$ cat src/design/cstc_map.vh
// Purpose: constants for the self-test state control block
// Assumes: 50 MHz core clock
// Notes:   status codes other than the pass code are locally chosen
`ifndef CSTC_MAP_VH
`define CSTC_MAP_VH
`define CSTC_STATUS_W        8
`define CSTC_STATUS_PASS     8'h65
`define CSTC_STATUS_TEST     8'h01
`define CSTC_STATUS_ERROR    8'hee
`define CSTC_STATUS_ZERO     8'h0a
`define CSTC_STATUS_KEYLOAD  8'h0b
`define CSTC_PAGE_COUNT      6'h20
`define CSTC_PAGE_W          5
`define CSTC_PAGE_LAST       5'h1f
`define CSTC_USE_LIMIT       33'h100000000
`define CSTC_USE_W           33
`define CSTC_ST_RESET        3'h0
`define CSTC_ST_CHECK        3'h1
`define CSTC_ST_ZERO         3'h2
`define CSTC_ST_KEYLOAD      3'h3
`define CSTC_ST_OPER         3'h4
`define CSTC_ST_ERROR        3'h5
`define CSTC_VERSION         16'h0100
`define CSTC_IDENT           16'h1234
`endif

$ cat src/design/cstc_selftest_ctrl.v
// Purpose: startup self-test, state and output gating control
// Assumes: check engine, page eraser and frame receivers are outside
// Notes:   version and identifier values are arbitrary
//
// Summary of operation
// [RULE1] startup runs only the engine known-answer check
// [RULE2] reset starts a fresh known-answer check
// [RULE3] pass without harness: operative, status 101
// [RULE4] data outputs inhibited before operative state
// [RULE5] failed check: error state, all outputs inhibited; command and request frame accepts stay live in error
// [RULE6] only reset leaves the error state
// [RULE7] data outputs off in key, test, zero, error
// [RULE8] incomplete command or request frames discarded
// [RULE9] zeroization erases exactly 32 key pages
// [RULE10] status never carries sensitive parameters
// [RULE11] each key used at most 2^32 times
// [RULE12] no secret parameters leave the device
// [RULE13] answer version and identifier requests
// [RULE14] pass with harness: zeroize, then key upload
// [RULE15] distinct status codes per non-operative state; reset and check states both show the test code 8'h01
`timescale 1ns/10ps
`include "cstc_map.vh"
module cstc_selftest_ctrl (
  input  wire        core_clk_i,
  input  wire        reset_i,
  input  wire        known_answer_check_done_i,
  input  wire        known_answer_check_pass_i,
  input  wire        key_loading_serial_port_present_i,
  input  wire        page_erase_done_i,
  input  wire        key_upload_done_i,
  input  wire        command_frame_valid_i,
  input  wire        command_frame_complete_i,
  input  wire        telemetry_request_frame_valid_i,
  input  wire        telemetry_request_frame_complete_i,
  input  wire        version_request_i,
  input  wire        ident_request_i,
  input  wire        crypto_request_i,
  input  wire        key_select_i,
  output reg         known_answer_check_start_o,
  output reg         page_erase_start_o,
  output reg  [4:0]  page_erase_index_o,
  output reg         zeroize_done_o,
  output reg         data_out_enable_o,
  output reg         control_out_enable_o,
  output reg         crypto_grant_o,
  output reg         command_frame_accept_o,
  output reg         telemetry_request_frame_accept_o,
  output reg  [7:0]  status_code_o,
  output reg         info_valid_o,
  output reg  [15:0] info_data_o,
  output reg         key_uses_exhausted_o
);
// ==========================================================
// harness pin synchroniser
// harness may be plugged at any time, so one sample is never trusted
reg        harness_s1_reg;
reg        harness_s2_reg;
reg        harness_s3_reg;
reg        harness_reg;
always @(posedge core_clk_i) begin
  harness_s1_reg <= key_loading_serial_port_present_i;
  harness_s2_reg <= harness_s1_reg;
  harness_s3_reg <= harness_s2_reg;
  if (reset_i) begin
    harness_reg <= 1'b0;
  end else if (harness_s2_reg == harness_s3_reg) begin
    harness_reg <= harness_s3_reg;
  end
end
// ==========================================================
// state machine
reg [2:0]                state_reg;
reg [2:0]                state_next;
reg [`CSTC_PAGE_W-1:0]   page_reg;
reg                      erasing_reg;
reg [`CSTC_USE_W-1:0]    uses_reg;
wire oper = (state_reg == `CSTC_ST_OPER);
wire last_page = (page_reg == `CSTC_PAGE_LAST);
// ==========================================================
// next state
always @* begin
  state_next = state_reg;
  case (state_reg)
    `CSTC_ST_RESET: state_next = `CSTC_ST_CHECK; // RULE2
    `CSTC_ST_CHECK: begin
      if (known_answer_check_done_i) begin
        if (!known_answer_check_pass_i) begin
          state_next = `CSTC_ST_ERROR; // RULE5
        end else if (harness_reg) begin
          state_next = `CSTC_ST_ZERO; // RULE14
        end else begin
          state_next = `CSTC_ST_OPER; // RULE3
        end
      end
    end
    `CSTC_ST_ZERO: begin
      if (erasing_reg && page_erase_done_i && last_page) begin
        state_next = `CSTC_ST_KEYLOAD; // RULE14
      end
    end
    `CSTC_ST_KEYLOAD: state_next = `CSTC_ST_KEYLOAD;
    `CSTC_ST_OPER:    state_next = `CSTC_ST_OPER;
    `CSTC_ST_ERROR:   state_next = `CSTC_ST_ERROR; // RULE6
    default:          state_next = `CSTC_ST_ERROR;
  endcase
end
// key upload end is a power cycle, so keyload never exits on its own
always @(posedge core_clk_i) begin
  if (reset_i) begin
    state_reg   <= `CSTC_ST_RESET; // RULE2 RULE6
    page_reg    <= 5'h00;
    erasing_reg <= 1'b0;
  end else begin
    state_reg <= state_next;
    if (state_reg == `CSTC_ST_ZERO) begin
      if (!erasing_reg) begin
        erasing_reg <= 1'b1;
      end else if (page_erase_done_i) begin
        erasing_reg <= 1'b0;
        if (!last_page) begin
          page_reg <= page_reg + 5'h01; // RULE9
        end
      end
    end
  end
end
// ==========================================================
// key usage counter, cleared by a new key selection
// saturates at the limit, so a worn key stays refused until reselected
always @(posedge core_clk_i) begin
  if (reset_i || key_select_i) begin
    uses_reg <= 33'h000000000;
  end else if (oper && crypto_request_i && uses_reg < `CSTC_USE_LIMIT) begin
    uses_reg <= uses_reg + 33'h000000001; // RULE11
  end
end
// ==========================================================
// output next values
// levels follow state_next so they change in step with the status code
reg                      start_next;
reg                      erase_start_next;
reg                      zeroize_done_next;
reg                      data_enable_next;
reg                      control_enable_next;
reg                      grant_next;
reg                      exhausted_next;
reg                      command_accept_next;
reg                      request_accept_next;
reg [`CSTC_STATUS_W-1:0] status_next;
reg                      info_valid_next;
reg [15:0]               info_data_next;
wire                     limit_hit = (uses_reg >= `CSTC_USE_LIMIT);
always @* begin
  // one-shot start: the only startup test is the engine check
  start_next          = (state_reg == `CSTC_ST_RESET); // RULE1
  erase_start_next    = (state_reg == `CSTC_ST_ZERO) && !erasing_reg; // RULE9
  zeroize_done_next   = 1'b0;
  if ((state_next == `CSTC_ST_KEYLOAD) && (state_reg != `CSTC_ST_KEYLOAD)) begin
    zeroize_done_next = 1'b1; // RULE14
  end
  data_enable_next    = (state_next == `CSTC_ST_OPER); // RULE4 RULE7
  control_enable_next = (state_next != `CSTC_ST_ERROR) &&
                        (state_next != `CSTC_ST_RESET); // RULE5
  grant_next          = 1'b0;
  if (oper && crypto_request_i && !limit_hit) begin
    grant_next        = 1'b1; // RULE4 RULE5 RULE11
  end
  exhausted_next      = limit_hit; // RULE11
  command_accept_next = command_frame_valid_i && command_frame_complete_i; // RULE8
  request_accept_next = telemetry_request_frame_valid_i &&
                        telemetry_request_frame_complete_i; // RULE8
  // status holds only state codes, never key material
  case (state_next)
    `CSTC_ST_OPER:    status_next = `CSTC_STATUS_PASS; // RULE3 RULE10
    `CSTC_ST_ERROR:   status_next = `CSTC_STATUS_ERROR; // RULE15
    `CSTC_ST_ZERO:    status_next = `CSTC_STATUS_ZERO; // RULE15
    `CSTC_ST_KEYLOAD: status_next = `CSTC_STATUS_KEYLOAD; // RULE15
    default:          status_next = `CSTC_STATUS_TEST; // RULE15
  endcase
  info_valid_next = 1'b0;
  if (request_accept_next && (version_request_i || ident_request_i)) begin
    // error refuses even version and identifier answers
    info_valid_next = (state_next != `CSTC_ST_ERROR); // RULE13
  end
  // info port carries only version or identifier: keys never reach it
  if (version_request_i) begin
    info_data_next = `CSTC_VERSION; // RULE12 RULE13
  end else begin
    info_data_next = `CSTC_IDENT; // RULE12 RULE13
  end
end
// ==========================================================
// registered outputs
always @(posedge core_clk_i) begin
  if (reset_i) begin
    known_answer_check_start_o       <= 1'b0;
    page_erase_start_o               <= 1'b0;
    page_erase_index_o               <= 5'h00;
    zeroize_done_o                   <= 1'b0;
    data_out_enable_o                <= 1'b0;
    control_out_enable_o             <= 1'b0;
    crypto_grant_o                   <= 1'b0;
    command_frame_accept_o           <= 1'b0;
    telemetry_request_frame_accept_o <= 1'b0;
    status_code_o                    <= `CSTC_STATUS_TEST;
    info_valid_o                     <= 1'b0;
    info_data_o                      <= 16'h0000;
    key_uses_exhausted_o             <= 1'b0;
  end else begin
    known_answer_check_start_o       <= start_next;
    page_erase_start_o               <= erase_start_next;
    page_erase_index_o               <= page_reg;
    zeroize_done_o                   <= zeroize_done_next;
    data_out_enable_o                <= data_enable_next;
    control_out_enable_o             <= control_enable_next;
    crypto_grant_o                   <= grant_next;
    command_frame_accept_o           <= command_accept_next;
    telemetry_request_frame_accept_o <= request_accept_next;
    status_code_o                    <= status_next;
    info_valid_o                     <= info_valid_next;
    info_data_o                      <= info_data_next;
    key_uses_exhausted_o             <= exhausted_next;
  end
end
endmodule // cstc_selftest_ctrl

$ cat config.mk
export PLATFORM = sky130hd
export DESIGN_NAME = cstc_selftest_ctrl
export DESIGN_NICKNAME = d
export VERILOG_FILES = /design/src/design/cstc_selftest_ctrl.v
export VERILOG_INCLUDE_DIRS = /design/src /design/src/design
export SDC_FILE = /design/constraint.sdc
export NUM_CORES = 1
export LEC_CHECK = 0
export BUFFER_PORTS_ARGS = -buffer_cell sky130_fd_sc_hd__buf_2
export CORE_MARGIN = 2
export CORE_UTILIZATION = 40
export DETAILED_ROUTE_END_ITERATION = 8
export SYNTH_ARGS = -nofsm -noshare
export SYNTH_HDL_FRONTEND = slang
export SYNTH_SLANG_ARGS = --single-unit
$ cat constraint.sdc
create_clock -name core_clk_i -period 1.7 [get_ports core_clk_i]
set_input_delay 0.17 -clock core_clk_i [delete_from_list [all_inputs] [get_ports core_clk_i]]
set_output_delay 0.17 -clock core_clk_i [all_outputs]
set_load 0.005 [all_outputs]
==> flow_results.org <==
** Setup path
- Capturing element of the worst setup path :: data_out_enable_o
- Of all nets on the critical path, the largest fanout is 3.
- The worst setup path is captured at a flip-flop.
- The setup check on the worst reg-to-reg path leaves a slack of 60 ps.
- The critical path starts at page_reg[1].
- The endpoint identified for the worst register-to-register timing path is data_out_enable_o.
- Data arrives at the worst endpoint at 1880 ps.
- STA puts the critical path data required time at 1940 ps.
- Register-to-Register Path Depth :: 8
- The startpoint identified for the worst register-to-register timing path is page_reg[1].
- STA classifies the critical path startpoint as a flip-flop.
- The critical path in this run is classified as reg2reg.

** Place
- Gp weighted congestion :: 0.7699
- After detailed placement, the design holds a cell count of 434.
- In this run the tool buffered the top-level ports with 41 buffer cells.
- Half-perimeter wire length of the detailed placement result :: 3.592 mm
- Worst slack at placement :: -67.20 ps

** Power
- Per report_power, the sequential group accounts for 47.5% of the total.
- Combinational cell fraction of total power :: 4.7%
- Across the VDD grid, the largest voltage drop is 0.5927 mV.
- The internal power of the cells totals 2.687 mW.
- In this run the static leakage power is 1.471 nW.
- The clock network accounts for 47.8% of the total power.
- Power Dens Cells :: 965.1 nW/um^2
- In this run switching power makes up 20.87% of total power.
- In this run the power spent charging and discharging nets is 0.7088 mW.

** Routing
- Total number of vias :: 2174
- Total iterations of the first detailed-routing run :: 4
- For this run, design rule violations remaining after detail routing come to 0.
- After detailed routing, the average wire length per cell comes to 11.62 um.
- In this run, the number of DRC markers left after iteration 0 of detailed routing was 121.
- The final layout contains routed wiring with a total length of 5.264 mm.
- The detail route stage leaves a number of antenna-violating nets equal to 0.
- Using the TritonRoute via totals, the vias-per-cell ratio works out to 4.799.

** Synthesis
- Simple logic cell fraction of the synthesized area :: 27.29%
- Mapped Area :: 2724 sq um
- Post-synthesis cell type count :: 38
- During synthesis, Yosys emitted a total of 0 warnings.
- Compound-Gate Fraction of Synth Area :: 4.042%
- For this run, the register share of the synthesized area comes to 49.24%.
- Flip-flop and latch count after synthesis :: 67
- Share of synthesized area spent on multiplexers :: 1.102%
- In the synthesized netlist, the number of instances is 297.
- Dominant synthesized flop cell :: dfxtp_1
- Number of synthesized flops with an enable pin :: 0
- A synthesized cell averages 9.171 sq um.
- XOR/XNOR share of the synthesized area :: 9.646%
- Largest family of logic cells by synthesized area :: simple AND/OR/NAND/NOR gates
- After synthesis, the share of flip-flops with an asynchronous set or reset is 0%.
- Post-synthesis adder-cell area fraction :: 1.837%

** Global route
- Overflow left after global routing :: 0
- Vias in the first global route :: 1951
- GR Util All Layers :: 15.25%
- Wire length of the first global-routing pass :: 8.790 mm
- Antenna violations before repair :: 0
- Largest net degree at the start of global routing :: 32

** STA
- Setup violations remaining at the end of the flow were counted as 0.
- Maximum achievable frequency :: 0.6110 GHz
- Count of endpoints failing hold in the final timing report :: 0
- Setup repair after global routing could not meet its margin everywhere.
- Post-route minimum period :: 1637 ps
- Final worst path period share :: 96.27%
- Max-slew violation count :: 0
- Setup slack of the critical path after layout :: 63.46 ps
- Clk_skew :: 7.196 ps

** Floorplan
- Floorplan Core Area :: 6681 sq um
- The floorplan step set the die height to 86.52 um.
- Row generation in the floorplan step produced 30 rows.
- Die area :: 7486 sq um
- Initial Utilization :: 40.77%
- Pin placement for this block handled 54 I/O pins.
- Horizontal die dimension :: 86.52 um

** Final layout
- Area added between synthesis and finish :: 29.17%
- The register with the most flip-flops in the layout has 33 of them.
- Final-stage net count :: 387
- Proportion of layout cells with a drive suffix above 1 :: 30.83%
- Count of placed standard cells in the final layout, fillers left out :: 453
- The number of antenna diodes in the final layout is 0.

** Clocking
- The clock passes through at most 2 buffers.
- Clk Tree Root Cell :: clkbuf_8
- After clock tree synthesis, the clock-pin slew on the worst setup and hold paths is 70 ps.
- CTS tree :: built
- The number of clock buffers added by TritonCTS is 9.
- Number of H-tree levels :: 3
- Source-to-sink clock delay at the later pin of the worst-skew pair :: 340 ps
- The tree built by TritonCTS fans out to 67 sinks.

** Min path
- In this run the worst hold path is classified as in2reg.

** Status
- The run finished with clean final reports.

** Run
- Across the run, the number of max-cap violations was 0.
-- worst max-delay path, stage by stage, from the launching register on --
cell and delay, ps:
dfxtp_4 370, ha_4 140, and3_4 180, ha_4 130
nand3_2 80, a311oi_2 270, a21oi_2 80, buf_4 150
and2_4 140
-- repair_timing --
item                                   in CTS  in global routing
setup buffers                               1                  0
pin swaps                                   3                  7
gates resized for setup                     8                 12
endpoints found under the hold margin       2                  0
hold buffers                                2                  0
setup endpoints to repair                  10                 27
-- stage by stage --
stage | instance area [sq um] | utilization, % | power [mW] | hold slack [ps] | setup TNS, ps
finish | 3518 | 52.66 | 3.396 | 37.24 | 0
global route | 3518 | 52.66 | 3.532 | 27.21 | -33.01
CTS | 3475 | 52.00 | 3.433 | 27.40 | 0
detailed placement | 3163 | 47.34 | 1.796 | 275.2 | -71.34
global placement | 3163 | 47.34 | 1.793 | 274.0 | -42.18
floorplan | 2781 | - | 1.756 | 197.7 | -17.66
-- cells in the mapped netlist (3+ instances only) --
| cell type | count | share of area, % |
|---|---|---|
| buf_4 | 18 | 5.0 |
| a21oi_1 | 7 | 1.3 |
| ha_1 | 4 | 1.8 |
| and4_1 | 5 | 1.6 |
| nor2_1 | 51 | 7.0 |
| nand4_1 | 16 | 3.7 |
| xor2_1 | 26 | 8.4 |
| dfxtp_1 | 67 | 49 |
| or2_2 | 3 | 0.69 |
| nor3_2 | 3 | 1.1 |
| nand2_1 | 21 | 2.9 |
| mux2i_1 | 3 | 1.1 |
| o21ai_0 | 7 | 1.3 |
| nand3_1 | 12 | 2.2 |
| or3_1 | 3 | 0.69 |
| nor2b_1 | 7 | 1.6 |
| clkbuf_1 | 6 | 0.83 |
| inv_1 | 3 | 0.41 |
| xnor2_1 | 4 | 1.3 |
| and3_1 | 6 | 1.4 |
| nor3_1 | 6 | 1.1 |
-- cells in the final DEF (no fill, tap or decap), types with 4 or more instances in the layout --
cell type / n
o21ai_0: 7
and3_1: 5
a21oi_1: 6
conb_1: 11
nand4_1: 16
nand2_1: 21
buf_4: 33
buf_2: 41
nand3_1: 10
nor2b_1: 7
clkbuf_8: 10
nor3_1: 5
dfxtp_1: 62
nor2_1: 50
xor2_1: 26
and4_1: 5
xnor2_1: 4
-- worst min path at each step --
stage | startpoint | cells after the start | end
after floorplan | key_loading_serial_port_present_i | 0 | harness_s1_reg
after global placement | key_loading_serial_port_present_i | 1 | harness_s1_reg
after detailed placement | key_loading_serial_port_present_i | 1 | harness_s1_reg
after CTS | command_frame_complete_i | 3 | command_frame_accept_o
after global routing | command_frame_complete_i | 3 | command_frame_accept_o
final | command_frame_complete_i | 3 | command_frame_accept_o
-- power groups by stage --
stage               Clock [mW]  Combinational (mW)  Sequential [mW]
floorplan                    0               0.101             1.65
global placement             0               0.142             1.65
detailed placement           0               0.144             1.65
CTS                       1.66               0.156             1.62
global route              1.74               0.178             1.62
finish                    1.62               0.160             1.61
-- final cells by class --
class / instances / area [sq um]
Sequential cell: 67 / 1353
Clock inverter: 6 / 112.6
Timing Repair Buffer: 77 / 484.2
Fill cell: 629 / 3163
Tap cell: 80 / 100.1
Clock buffer: 10 / 137.6
Multi-Input combinational cell: 210 / 1320
Inverter: 3 / 11.26
-- cells by family (layout without fill, tap and decap cells) --
logic type,Yosys count,after routing
AO/OA/AOI/OAI,19,19
XOR/XNOR,30,30
adder cells (fa/ha/maj),4,4
buffers and inverters,30,96
flip-flops,67,67
multiplexers,3,3
other,1,11
AND/OR/NAND/NOR,143,143
-- metal layers --
| layer | GRT usage, % | part of all wire, % | up-vias |
|---|---|---|---|
| met5 | 0 | 0 | - |
| met4 | 6.108 | 1.8 | 0 |
| met3 | 6.095 | 3.9 | 7 |
| met2 | 24.13 | 48 | 33 |
| met1 | 18.57 | 46 | 1013 |
| li1 | - | - | 1121 |
Power figures use the tool's default switching activity.
